$ cat src/include/tsc_pkg.sv
// constants for the tuner synthesiser serial control port
package tsc_pkg;
  // ==================== address byte
  localparam logic [4:0] ADDR_FIXED_BITS = 5'h18;
  localparam logic [1:0] ADDR_ALWAYS = 2'h1;
  // ==================== address select voltage codes
  localparam logic [1:0] LVL_LOW = 2'h0;
  localparam logic [1:0] LVL_MID = 2'h1;
  localparam logic [1:0] LVL_HIGH = 2'h2;
  localparam logic [1:0] SEL_LOW = 2'h0;
  localparam logic [1:0] SEL_MID = 2'h2;
  localparam logic [1:0] SEL_HIGH = 2'h3;
  // ==================== control byte fields
  localparam int BYTE_KIND_BIT = 7;
  localparam int PUMP_CUR_BIT = 6;
  localparam int TEST_BIT = 5;
  localparam int PUMP_DIS_BIT = 4;
  localparam int DRIVE_OFF_BIT = 0;
  // ==================== reset values, last read bit index and engine states
  localparam logic [14:0] DIV_RESET = 15'h0000;
  localparam logic [5:0] PORTS_RESET = 6'h00;
  localparam logic [2:0] BIT_LAST = 3'h7;
  typedef enum logic [5:0] {
    TSC_IDLE = 6'h01,
    TSC_ADDR = 6'h02,
    TSC_WDATA = 6'h04,
    TSC_RDATA = 6'h08,
    TSC_ACK = 6'h10,
    TSC_MACK = 6'h20
  } tsc_state_t;
endpackage

$ cat src/core/tsc_ctrl.sv
// serial control port of the tuner synthesiser, device side
`timescale 1ns/10ps
`default_nettype none
// Operation
// RULE1: all programming arrives over the two-wire bus, data on sda, clock on scl.
// RULE2: a transfer is either write (control data in) or read (status out).
// RULE3: address lsb high selects read mode, low selects write mode.
// RULE4: a matching address byte is acknowledged by holding sda low.
// RULE5: in write mode every further data byte is acknowledged too.
// RULE6: master acks a status byte low to get another one.
// RULE7: programmable address bits come from the address select pin level.
// RULE8: one fixed address always answered plus one of three programmable.
// RULE9: pump current select bit: clear is low current, set is high current.
// RULE10: pump disable bit 4 of the control byte turns the pump off.
// RULE11: six open-collector ports hold their programmed state.
// RULE12: port logic levels are readable in the status byte.
// RULE13: analog level input gives a three-bit code in the status byte.
// RULE14: address byte msb first: 11000, two programmable bits, read/write bit.
// RULE15: pin low gives 00, middle 10, high 11; 01 always valid.
// RULE16: write byte starting 0 is divider data, starting 1 is control; code needs bits 3..1 set for control, else port data.
// RULE17: status order: power-on flag, lock flag, three port inputs, analog code.
// RULE18: unmatched address leaves sda released for the rest of the transfer.
module tsc_ctrl (
  input wire logic clk,
  input wire logic sys_rst,
  input wire logic scl_in,
  input wire logic sda_in,
  output logic sda_out,
  output logic sda_oe,
  input wire logic [1:0] address_select_port,
  input wire logic [2:0] analog_level_input_port,
  input wire logic [2:0] port_in,
  input wire logic phase_lock_flag,
  output logic [14:0] divider_ratio,
  output logic pump_current_select,
  output logic pump_disable,
  output logic drive_off,
  output logic test_mode,
  output logic [3:0] low_output_ports,
  output logic output_port_six,
  output logic output_port_seven
);
  import tsc_pkg::*;

  // ==================== pin synchronisers
  logic [7:0] pins_s;
  logic scl_s;
  logic sda_s;
  logic [1:0] lvl_s;
  logic [2:0] adc_s;
  logic [2:0] pin_s;
  logic lock_s;
  tsc_sync #(.W(8)) u_sync_pins (
    .clk(clk),
    .sys_rst(sys_rst),
    .d({address_select_port, analog_level_input_port, port_in}),
    .q(pins_s)
  );
  // bus levels pass inverted so the cleared stages read as an idle-high bus, no false edge
  logic scl_sn;
  logic sda_sn;
  tsc_sync #(.W(3)) u_sync_bus (
    .clk(clk),
    .sys_rst(sys_rst),
    .d({~scl_in, ~sda_in, phase_lock_flag}),
    .q({scl_sn, sda_sn, lock_s})
  );
  assign scl_s = ~scl_sn;
  assign sda_s = ~sda_sn;
  assign lvl_s = pins_s[7:6];
  assign adc_s = pins_s[5:3];
  assign pin_s = pins_s[2:0];

  // ==================== bus condition detection
  logic scl_d;
  logic sda_d;
  always_ff @(posedge clk or posedge sys_rst) begin
    if (sys_rst) begin
      scl_d <= 1'b1;
      sda_d <= 1'b1;
    end else begin
      scl_d <= scl_s;
      sda_d <= sda_s;
    end
  end
  logic scl_rise;
  logic scl_fall;
  logic start_c;
  logic stop_c;
  assign scl_rise = scl_s & ~scl_d; // RULE1
  assign scl_fall = ~scl_s & scl_d;
  assign start_c = scl_s & scl_d & sda_d & ~sda_s;
  assign stop_c = scl_s & scl_d & ~sda_d & sda_s;

  // ==================== programmable address from pin level
  logic [1:0] prog_addr;
  always_comb begin
    unique case (lvl_s) // RULE7 RULE15
      LVL_LOW: prog_addr = SEL_LOW;
      LVL_MID: prog_addr = SEL_MID;
      LVL_HIGH: prog_addr = SEL_HIGH;
      default: prog_addr = ADDR_ALWAYS; // unresolved level: only the fixed code answers
    endcase
  end

  // ==================== byte engine
  tsc_state_t state;
  logic bit_seen;
  logic [7:0] shreg;
  logic [2:0] bitcnt;
  logic read_mode;
  logic addr_phase;
  logic addr_ok;
  logic [6:0] div_hi;
  logic div_hi_ok;
  logic por_flag;
  logic por_clear;
  logic [7:0] status;
  assign status = {por_flag, lock_s, pin_s, adc_s}; // RULE12 RULE13 RULE17
  assign addr_ok = (shreg[7:3] == ADDR_FIXED_BITS) &&
                   ((shreg[2:1] == ADDR_ALWAYS) || (shreg[2:1] == prog_addr)); // RULE8 RULE14

  always_ff @(posedge clk or posedge sys_rst) begin
    if (sys_rst) begin
      state <= TSC_IDLE;
      bit_seen <= 1'b0;
      shreg <= 8'h00;
      bitcnt <= 3'h0;
      read_mode <= 1'b0;
      addr_phase <= 1'b0;
      sda_out <= 1'b0;
      sda_oe <= 1'b0;
    end else if (start_c) begin
      state <= TSC_ADDR;
      bitcnt <= 3'h0;
      bit_seen <= 1'b0;
      addr_phase <= 1'b1;
      sda_oe <= 1'b0;
    end else if (stop_c) begin
      state <= TSC_IDLE;
      sda_oe <= 1'b0;
    end else begin
      unique case (state)
        TSC_IDLE: sda_oe <= 1'b0; // RULE18
        TSC_ADDR, TSC_WDATA: begin
          if (scl_rise) begin
            shreg <= {shreg[6:0], sda_s};
            bitcnt <= bitcnt + 3'h1;
            bit_seen <= 1'b1;
          end
          // the fall closing a start also sees a zero count; only a full byte counts
          if (scl_fall && bitcnt == 3'h0 && bit_seen) begin
            bit_seen <= 1'b0;
            if (state == TSC_ADDR && !addr_ok) begin
              state <= TSC_IDLE; // RULE18
            end else begin
              sda_out <= 1'b0;
              sda_oe <= 1'b1; // RULE4 RULE5
              read_mode <= (state == TSC_ADDR) ? shreg[0] : read_mode; // RULE3
              state <= TSC_ACK;
            end
          end
        end
        TSC_ACK: begin
          if (scl_fall) begin
            addr_phase <= 1'b0;
            if (read_mode) begin
              state <= TSC_RDATA; // RULE2
              sda_out <= status[7];
              sda_oe <= ~status[7];
              shreg <= {status[6:0], 1'b1};
              bitcnt <= 3'h0;
            end else begin
              state <= TSC_WDATA; // RULE2
              sda_oe <= 1'b0;
            end
          end
        end
        TSC_RDATA: begin
          if (scl_fall) begin
            if (bitcnt == BIT_LAST) begin
              sda_oe <= 1'b0;
              state <= TSC_MACK;
            end else begin
              sda_out <= shreg[7];
              sda_oe <= ~shreg[7];
              shreg <= {shreg[6:0], 1'b1};
            end
            bitcnt <= bitcnt + 3'h1;
          end
        end
        TSC_MACK: begin
          if (scl_rise) begin
            state <= sda_s ? TSC_IDLE : TSC_ACK; // RULE6
          end
        end
      endcase
    end
  end

  // ==================== power-on flag, cleared by stop ending a read
  always_ff @(posedge clk or posedge sys_rst) begin
    if (sys_rst) begin
      por_flag <= 1'b1;
      por_clear <= 1'b0;
    end else begin
      if (start_c) begin
        por_clear <= 1'b0;
      end else if (state == TSC_RDATA) begin
        por_clear <= 1'b1;
      end
      if (stop_c && por_clear) begin
        por_flag <= 1'b0;
      end
    end
  end

  // ==================== write data decode, a byte is used only when complete
  logic byte_done;
  assign byte_done = (state == TSC_WDATA) && scl_fall && bitcnt == 3'h0 && !addr_phase;
  always_ff @(posedge clk or posedge sys_rst) begin
    if (sys_rst) begin
      divider_ratio <= DIV_RESET;
      div_hi <= 7'h00;
      div_hi_ok <= 1'b0;
      pump_current_select <= 1'b0;
      pump_disable <= 1'b0;
      drive_off <= 1'b0;
      test_mode <= 1'b0;
      low_output_ports <= PORTS_RESET[3:0];
      output_port_six <= 1'b0;
      output_port_seven <= 1'b0;
    end else if (start_c) begin
      div_hi_ok <= 1'b0;
    end else if (byte_done) begin
      if (div_hi_ok) begin
        divider_ratio <= {div_hi, shreg}; // second divider byte
        div_hi_ok <= 1'b0;
      end else if (!shreg[BYTE_KIND_BIT]) begin
        div_hi <= shreg[6:0]; // RULE16
        div_hi_ok <= 1'b1;
      end else if (shreg[3:1] == 3'h7) begin // control byte carries fixed ones in bits 3..1
        pump_current_select <= shreg[PUMP_CUR_BIT]; // RULE9
        pump_disable <= shreg[PUMP_DIS_BIT]; // RULE10
        test_mode <= shreg[TEST_BIT];
        drive_off <= shreg[DRIVE_OFF_BIT];
      end else begin
        output_port_seven <= shreg[7]; // RULE11
        output_port_six <= shreg[6];
        low_output_ports <= shreg[3:0];
      end
    end
  end

endmodule
`default_nettype wire

$ cat src/core/tsc_sync.sv
// two flip-flop synchroniser for a group of pin levels
`timescale 1ns/10ps
`default_nettype none
module tsc_sync #(
  parameter int W = 1
) (
  input wire logic clk,
  input wire logic sys_rst,
  input wire logic [W-1:0] d,
  output logic [W-1:0] q
);
  logic [W-1:0] meta;
  // ==================== two stages, first read only by second
  always_ff @(posedge clk or posedge sys_rst) begin
    if (sys_rst) begin
      meta <= '0;
      q <= '0;
    end else begin
      meta <= d;
      q <= meta;
    end
  end
endmodule
`default_nettype wire

$ cat config.mk
export PLATFORM = sky130hd
export DESIGN_NAME = tsc_ctrl
export DESIGN_NICKNAME = d
export VERILOG_FILES = /design/src/include/tsc_pkg.sv /design/src/core/tsc_ctrl.sv /design/src/core/tsc_sync.sv
export SDC_FILE = /design/constraint.sdc
export NUM_CORES = 1
export LEC_CHECK = 0
export ABC_AREA = 1
export BUFFER_PORTS_ARGS = -buffer_cell sky130_fd_sc_hd__buf_4
export CAP_MARGIN = 20
export CORE_UTILIZATION = 60
export DETAILED_ROUTE_END_ITERATION = 10
export GPL_ROUTABILITY_DRIVEN = 0
export GPL_TIMING_DRIVEN = 0
export PLACE_DENSITY = 0.82
export SYNTH_ARGS = -nofsm -noshare
export SYNTH_HDL_FRONTEND = slang
export SYNTH_SLANG_ARGS = --single-unit
$ cat constraint.sdc
create_clock -name clk -period 5.7 [get_ports clk]
set_clock_uncertainty 0.05 [all_clocks]
set_input_delay 1.14 -clock clk [delete_from_list [all_inputs] [get_ports clk]]
set_output_delay 1.14 -clock clk [all_outputs]
set_load 0.01 [all_outputs]
==> results.cfg, run 1 <==
[synthesis]
synth_top_cell_by_area = dfrtp_1
synthArstFlopShare_pct = 100
avgSynthCellArea_um2 = 8.76
syn_area_mm2 = 0.00348
yosysMostFrequentCell = nand2_1
syn_inst = 397
ys_top_cells_by_count = nand2_1, dfrtp_1, inv_1
yosys_warnings = 0
synth_flop_cell = dfrtp_1
yosys_register_bits = 81
synth.distinct_cells = 26
synth.area.top_cells = dfrtp_1, nand2_1, nand3_1, inv_1, o21ai_0
synth_edf_count = 0
ys_seq_area_share_pct = 58.5
yosysTopAreaCellShare_pct = 55.4
syn_nets = 413

[setup_path]
crit_arrival_ns = 0.90
max_stage_delay_ns = 0.40
path_max_fanout = 2
slowest_stage = dfrtp_1
worst_setup_path_start_kind = flip-flop
critPathKind = flip-flop to output pin
endpoint_kind = output pin
cp_top_family = flip-flops
crit_required_ns = 4.51
critical_path_buf_inv_count = 1
cp_cell_sequence = buf_4

[pwr]
p_seq_share_pct = 40.5
leakage_nw = 2.18
p_comb_share_pct = 35.7
swShare_pct = 39.6
power_switching_mw = 0.724
internal-power_mw = 1.10
peakVddDrop_uv = 289
p_clk_share_pct = 23.8
p_per_area_mw_per_mm2 = 445

[sta]
hold_viol_final = 0
tightest_slew_ns = 0.435
fin_crit_sh_pct = 36.6
rsz0062_at_grt = no
tns_ns = 0
fmax_mhz = 479
period_needed_ns = 2.09
slew_headroom_pct = 71.0
setup_viol = 0
slew_violations = 0

[die]
die_w_um = 78.1
io_pins = 40
num_rows = 27
initial_core_util_pct = 62.7
dieHeight_um = 78.1
core_area_mm2 = 0.00554
die_area_mm2 = 0.00610

[grt]
grt.total_usage_pct = 25.6
grt_pass1_vias = 2625
grt_pass1_wl_mm = 11.8
grt_max_degree = 65
antenna_found_initial = 0
grt_overflow = 0

[clocking]
post_cts_buffers = 0
cts_hold_buf = 0
cts_buffers = 9
insertion_delay_ns = 0.35
cts.path.max_buffers = 2
ctsResizeCount = 0
cts_tree = built
clkTransAtPathRegs_ns = 0.09
htreeDepth = 3
cts_root_buffer = clkbuf_8
cts.sinks = 81

[final_layout]
drive_gt1_share_pct = 18.8
nets = 464
area_growth_pct = 18.0
diodes = 0
fin_util_pct = 74.0

[routing]
vias_per_cell = 5.40
drc = 0
wirelength_mm = 6.90
postRouteAntennaNets = 0
post_drt_wl_per_cell_um = 13.1
drtIter0Drc = 250
dr.pass1.iters = 5
vias = 2836

[status]
outcome = finished clean

[place]
io_buffer_count = 39
dp_hpwl_mm = 4.94

[hold_path]
hold_class = flip-flop to flip-flop

[flow_run]
maxCapViolCount = 0
==> sequential cells by signal (all words and copies together), names as in the netlist, 3 cells and up <==
signal and flops:
bitcnt 3, div_hi 7, divider_ratio 15, low_output_ports 4, shreg 8, state 6, u_sync_bus.meta 3, u_sync_bus.q 3
u_sync_pins.meta 8, u_sync_pins.q 8
==> per-stage QoR <==
step,cells,cell area (um2),hold WS (ns),worst slack (ns),power [mW]
floorplan,397,3480,0.281,2.44,1.22
global placement,508,3860,0.281,1.62,1.36
detailed placement,509,3890,0.286,3.79,1.39
CTS,525,4100,0.306,3.60,1.83
global route,525,4100,0.311,3.55,1.95
finish,525,4100,0.302,3.61,1.82
==> worst paths after layout <==
check	depth (start not counted)	startpoint	endpoint	slack, ns
max in group asynchronous	3	sys_rst	por_flag	4.31
min reg2reg	0	u_sync_pins.meta[7]	u_sync_pins.q[7]	0.30
min	0	u_sync_pins.meta[7]	u_sync_pins.q[7]	0.30
min in group asynchronous	2	sys_rst	sda_oe	0.67
max	1	test_mode	test_mode	3.61
max reg2reg	8	scl_d	div_hi[0]	3.77
==> cells by family after synthesis <==
family | count (synthesis) | share of synthesized area, %
simple gates | 211 | 27.2
compound gates | 44 | 6.48
flops | 81 | 58.5
buf+inv | 58 | 6.80
fa+ha+maj | 3 | 1.08
==> power by group through the flow <==
stage | sequential, mW | combinational (mW) | clock, mW
after detailed placement | 0.750 | 0.639 | 0
final | 0.739 | 0.652 | 0.434
after floorplan | 0.742 | 0.479 | 0
after global routing | 0.752 | 0.739 | 0.462
after global placement | 0.744 | 0.615 | 0
after CTS | 0.739 | 0.644 | 0.442
==> cells in the final DEF (no fill, tap or decap), types with 4 or more instances in the layout <==
cell type	instances
nand2_1	110
dfrtp_1	77
inv_1	46
nand3_1	46
buf_4	41
o21ai_0	35
nor2_1	33
clkbuf_8	10
a21oi_1	6
nand4_1	5
nand2_2	5
dfstp_2	4
==> cell type report <==
cell class                 count  area (um2)
buffer                         8        48.8
clock buffer                  10         138
clock inverter                 6        73.8
fill                         422        1440
inverter                      50         190
multi-input combinational    258        1210
sequential                    81        2030
tap                           72        90.1
timing repair buffer          40         320
==> per-layer routing <==
metal | vias to the layer above | track usage (%) | part of all wire, %
met1 | 1330 | 34.9 | 44
met3 | 26 | 5.35 | 6.1
met4 | 0 | 15.2 | 3.2
li1 | 1365 | - | -
met5 | - | 0 | 0
met2 | 115 | 38.2 | 47
No activity file was read; power rests on OpenSTA's default activity.
==> run 2: changes to the inputs <==
- CORE_UTILIZATION: 60 -> 57
- PLACE_DENSITY: 0.82 -> 0.78
- clock period: 5.7 -> 2 ns (I/O delays scaled with it)
==> results.cfg, run 2 (synthesis results as in run 1) <==
[grt]
grt_max_degree = 44
grt_overflow = 0
antenna_found_initial = 0
grt_pass1_vias = 2524
grt.total_usage_pct = 25.0
grt_pass1_wl_mm = 11.9

[final_layout]
largest_reg_flops = 15
drive_gt1_share_pct = 19.6
area_growth_pct = 18.6
final_common_cell = nand2_1
diodes = 0
layout_common_cells = nand2_1, dfrtp_1, inv_1, nand3_1, buf_4
nets = 465
top_register = divider_ratio

[routing]
postRouteAntennaNets = 0
vias = 2841
route.met3.wl_um = 433
wirelength_mm = 7.17
top_layer_used = met4
m1WireLength_mm = 3.11
drc = 0
drtIter0Drc = 284
dr.pass1.iters = 5
vias_per_cell = 5.37
route.met2.wl_mm = 3.43
post_drt_wl_per_cell_um = 13.5

[pwr]
p_per_area_mw_per_mm2 = 1260
p_comb_share_pct = 36.4
peakVddDrop_uv = 649
internal-power_mw = 3.11
leakage_nw = 2.17
swShare_pct = 40.2
p_seq_share_pct = 40.6
fin_total_pwr_mw = 5.20
p_clk_share_pct = 23.0
power_switching_mw = 2.09

[sta]
hold_viol_final = 0
fmax_mhz = 544
rsz0062_at_grt = no
fin_crit_sh_pct = 91.9
tightest_slew_ns = 0.439
slew_headroom_pct = 70.8
period_needed_ns = 1.84
layout_setup_ws_ns = 0.162
slew_violations = 0
setup_viol = 0
tns_ns = 0

[place]
dp_hpwl_mm = 5.08
pre_cts_slack_ns = 0.0985
io_buffer_count = 39

[die]
dieHeight_um = 80.1
core_area_mm2 = 0.00589
die_w_um = 80.1
num_rows = 28
io_pins = 40
die_area_mm2 = 0.00641
initial_core_util_pct = 59.1

[clocking]
cts.sinks = 81
cts.path.max_buffers = 2
cts_root_buffer = clkbuf_8
clkTransAtPathRegs_ns = 0.08
post_cts_buffers = 0
cts_hold_buf = 0
insertion_delay_ns = 0.35
htreeDepth = 3
cts_tree = built
cts_buffers = 9

[flow_run]
maxCapViolCount = 0

[hold_path]
hold_class = input pin to async pin

[setup_path]
endpoint_kind = flip-flop
path_max_fanout = 10
critPathKind = flip-flop to flip-flop
crit_arrival_ns = 2.08
crit_required_ns = 2.24
worst_setup_path_start_kind = flip-flop

[status]
outcome = finished clean
## run 2: cell types whose count changed in the layout (fill, tap and decap cells not counted), sizes merged
cell | before | now
buf | 46 | 47
clkbuf | 12 | 11
inv | 52 | 51
clkinvlp | 0 | 3
clkinv | 3 | 2
## run 2: repair_timing
| item | in CTS | in global routing |
|---|---|---|
| gates resized for setup | 0 | 4 |
| hold endpoints to repair | 0 | 0 |
| setup endpoints to repair | 0 | 16 |
## run 2: final timing paths
path | startpoint | to | slack (ns) | cells past startpoint
worst min register to register | u_sync_pins.meta[6] | u_sync_pins.q[6] | 0.30 | 0
worst max-delay path | state[3] | shreg[2] | 0.16 | 8
worst max register to register | state[3] | shreg[2] | 0.16 | 8
min in group clk | address_select_port[1] | u_sync_pins.meta[7] | 0.10 | 1
max in group asynchronous | sys_rst | scl_d | 1.31 | 4
worst min-delay path | sys_rst | divider_ratio[12] | 0.04 | 3
## run 2: final cells by class
cell class	count	area, um2
sequential	81	2030
clock inverter	7	76.3
fill	459	1760
inverter	50	191
tap	75	93.8
timing repair buffer	41	333
clock buffer	9	124
multi-input combinational	258	1220
buffer	8	48.8
## run 2: routing by layer
metal	global-route usage (%)	vias to the layer above
li1	-	1365
met1	33.9	1350
met2	39.0	109
met3	4.20	17
met4	12.7	0
met5	0	-
## run 2: critical path: stages (launching register included)
cell	delay, ns
dfrtp_1	0.42
nor2_2	0.21
nand3_2	0.21
inv_2	0.21
clkbuf_1	0.30
nand2_1	0.10
o21ai_0	0.10
nand3_1	0.10
nand2_1	0.08
## run 2: power by group through the flow
stage          Combinational [mW]  Clock, mW  Sequential [mW]
6_report                     1.89       1.20             2.11
5_1_grt                      2.13       1.30             2.15
4_1_cts                      1.85       1.21             2.11
3_5_place_dp                 1.83          0             2.14
3_3_place_gp                 1.76          0             2.12
2_1_floorplan                1.37          0             2.11
## run 2: metrics by stage
stage / area [um2] / hold slack, ns / cells / utilization [%]
floorplan: 3480 / 0.281 / 397 / -
global placement: 3870 / 0.282 / 511 / 65.7
detailed placement: 3910 / 0.285 / 513 / 66.4
CTS: 4110 / 0.0491 / 529 / 69.8
global route: 4120 / 0.0627 / 529 / 70.0
finish: 4120 / 0.0416 / 529 / 70.0
==> run 3: changes to the inputs <==
- CTS_BUF_LIST: unset -> sky130_fd_sc_hd__clkbuf_16
==> results.cfg, run 3 (synthesis results as in run 1) <==
[final_layout]
top_register = divider_ratio
largest_reg_flops = 15
diodes = 0
layout_common_cells = nand2_1, dfrtp_1, inv_1, nand3_1, buf_4
nets = 465
drive_gt1_share_pct = 19.8
fill_cells = 440
final_common_cell = nand2_1
area_growth_pct = 21.5
multiInputGateArea_mm2 = 0.00122
seqCellArea_mm2 = 0.00203

[setup_path]
reg2reg_depth = 9
path_max_fanout = 9
endpoint_kind = flip-flop
slowest_stage = dfstp_2
crit_required_ns = 2.17
r2r_slack_ns = 0.15
crit_arrival_ns = 2.02
critPathKind = flip-flop to flip-flop
worst_setup_path_start_kind = flip-flop
cp_cell_sequence = nor2_4 -> nand3_2 -> inv_2 -> nand2_1 -> nand3_1 -> nor2_4 -> nand2_2 -> nand2_1 -> nand2_1
worstReg2RegStart = state[0]
max_stage_delay_ns = 0.57
r2r-end = shreg[4]
crit_top_cell = nand2_1

[pwr]
peakVddDrop_uv = 831
power_switching_mw = 2.16
swShare_pct = 38.1
p_seq_share_pct = 37.4
leakage_nw = 2.22
p_per_area_mw_per_mm2 = 1340
p_comb_share_pct = 33.7
p_clk_share_pct = 28.9
internal-power_mw = 3.51
fin_total_pwr_mw = 5.67

[sta]
slew_headroom_pct = 69.7
fmax_mhz = 541
fin_crit_sh_pct = 92.4
hold_viol_final = 0
layout_setup_ws_ns = 0.152
setup_viol = 0
tightest_slew_ns = 0.454
slew_violations = 0
period_needed_ns = 1.85
rsz0062_at_grt = yes

[routing]
drtIter0Drc = 272
vias_per_cell = 5.40
postRouteAntennaNets = 0
dr.pass1.iters = 5
drc = 0
post_drt_wl_per_cell_um = 13.7
wirelength_mm = 7.22
vias = 2856

[place]
dp_hpwl_mm = 5.08
pre_cts_slack_ns = 0.0985
io_buffer_count = 39

[clocking]
cts_tree = built
insertion_delay_ns = 0.33
cts_buffers = 9
cts.sinks = 81
cts_hold_buf = 0
cts.path.max_buffers = 2
cts_root_buffer = clkbuf_16
htreeDepth = 3
clkTransAtPathRegs_ns = 0.06

[die]
core_area_mm2 = 0.00589
initial_core_util_pct = 59.1
num_rows = 28
die_w_um = 80.1
dieHeight_um = 80.1
io_pins = 40
die_area_mm2 = 0.00641

[grt]
antenna_found_initial = 0
grt_overflow = 0
grt.total_usage_pct = 25.6
grt_max_degree = 44
grt_pass1_wl_mm = 12.1
grt_pass1_vias = 2583

[hold_path]
hold_class = input pin to async pin

[flow_run]
maxCapViolCount = 0

[status]
outcome = finished clean
-- run 3: changes by cell type in the layout (fill, tap and decap cells not counted) --
cell and delta:
clkbuf_16 +9, clkbuf_8 -9, clkbuf_2 +1, clkbuf_1 -1
-- run 3: final cells by class --
| type | count | share of cell area, % |
|---|---|---|
| repair buffers | 41 | 7.88 |
| flip-flops and latches | 81 | 48.1 |
| plain buffers | 8 | 1.18 |
| inverters | 50 | 4.53 |
| multi-input cells | 258 | 28.9 |
| clock inverters | 7 | 1.81 |
| clock buffers | 9 | 5.33 |
| well taps | 75 | 2.22 |
-- run 3: worst max-delay path by stage --
stage,from,end,slack (ns),cells after the start
after floorplan,scl_d,div_hi[1],0.37,8
after global placement,sys_rst,u_sync_pins.meta[3],0.13,2
after detailed placement,scl_d,div_hi[1],0.1,8
after CTS,scl_d,div_hi[4],0.03,7
after global routing,scl_d,div_hi[4],-0.0009,7
final,state[0],shreg[4],0.15,9
-- run 3: repair_timing --
action | 4_1_cts | 5_1_grt
setup buffers | 0 | 0
resized for setup | 0 | 6
endpoints found under the setup margin | 0 | 17
-- run 3: power by group through the flow --
| stage | Clock [mW] | Sequential [mW] | Combinational (mW) |
|---|---|---|---|
| after floorplan | 0 | 2.11 | 1.37 |
| after global placement | 0 | 2.12 | 1.76 |
| after detailed placement | 0 | 2.14 | 1.83 |
| after CTS | 1.66 | 2.11 | 1.86 |
| after global routing | 1.74 | 2.15 | 2.15 |
| final | 1.64 | 2.12 | 1.91 |
-- run 3: critical path, delay by kind of cell (launching register included) --
| family | cells | cell delay, ns |
|---|---|---|
| buffers and inverters | 1 | 0.12 |
| DFF | 1 | 0.57 |
| and+or+nand+nor | 8 | 0.98 |
-- run 3: routing by layer --
metal	GRT usage, %	vias up	wire length, um
li1	-	1374	-
met1	33.9	1369	3070
met2	40.2	96	3510
met3	5.57	17	441
met4	12.1	0	197
met5	0	-	0
-- run 3: stage by stage --
step	instances	cell area (um2)	TNS, ns	util (%)	hold slack, ns
6_report	529	4220	0	71.8	0.0643
5_1_grt	529	4220	-0.000889	71.8	0.0868
3_3_place_gp	511	3870	0	65.7	0.282
2_1_floorplan	397	3480	0	-	0.281
3_5_place_dp	513	3910	0	66.4	0.285
4_1_cts	529	4210	0	71.5	0.0716
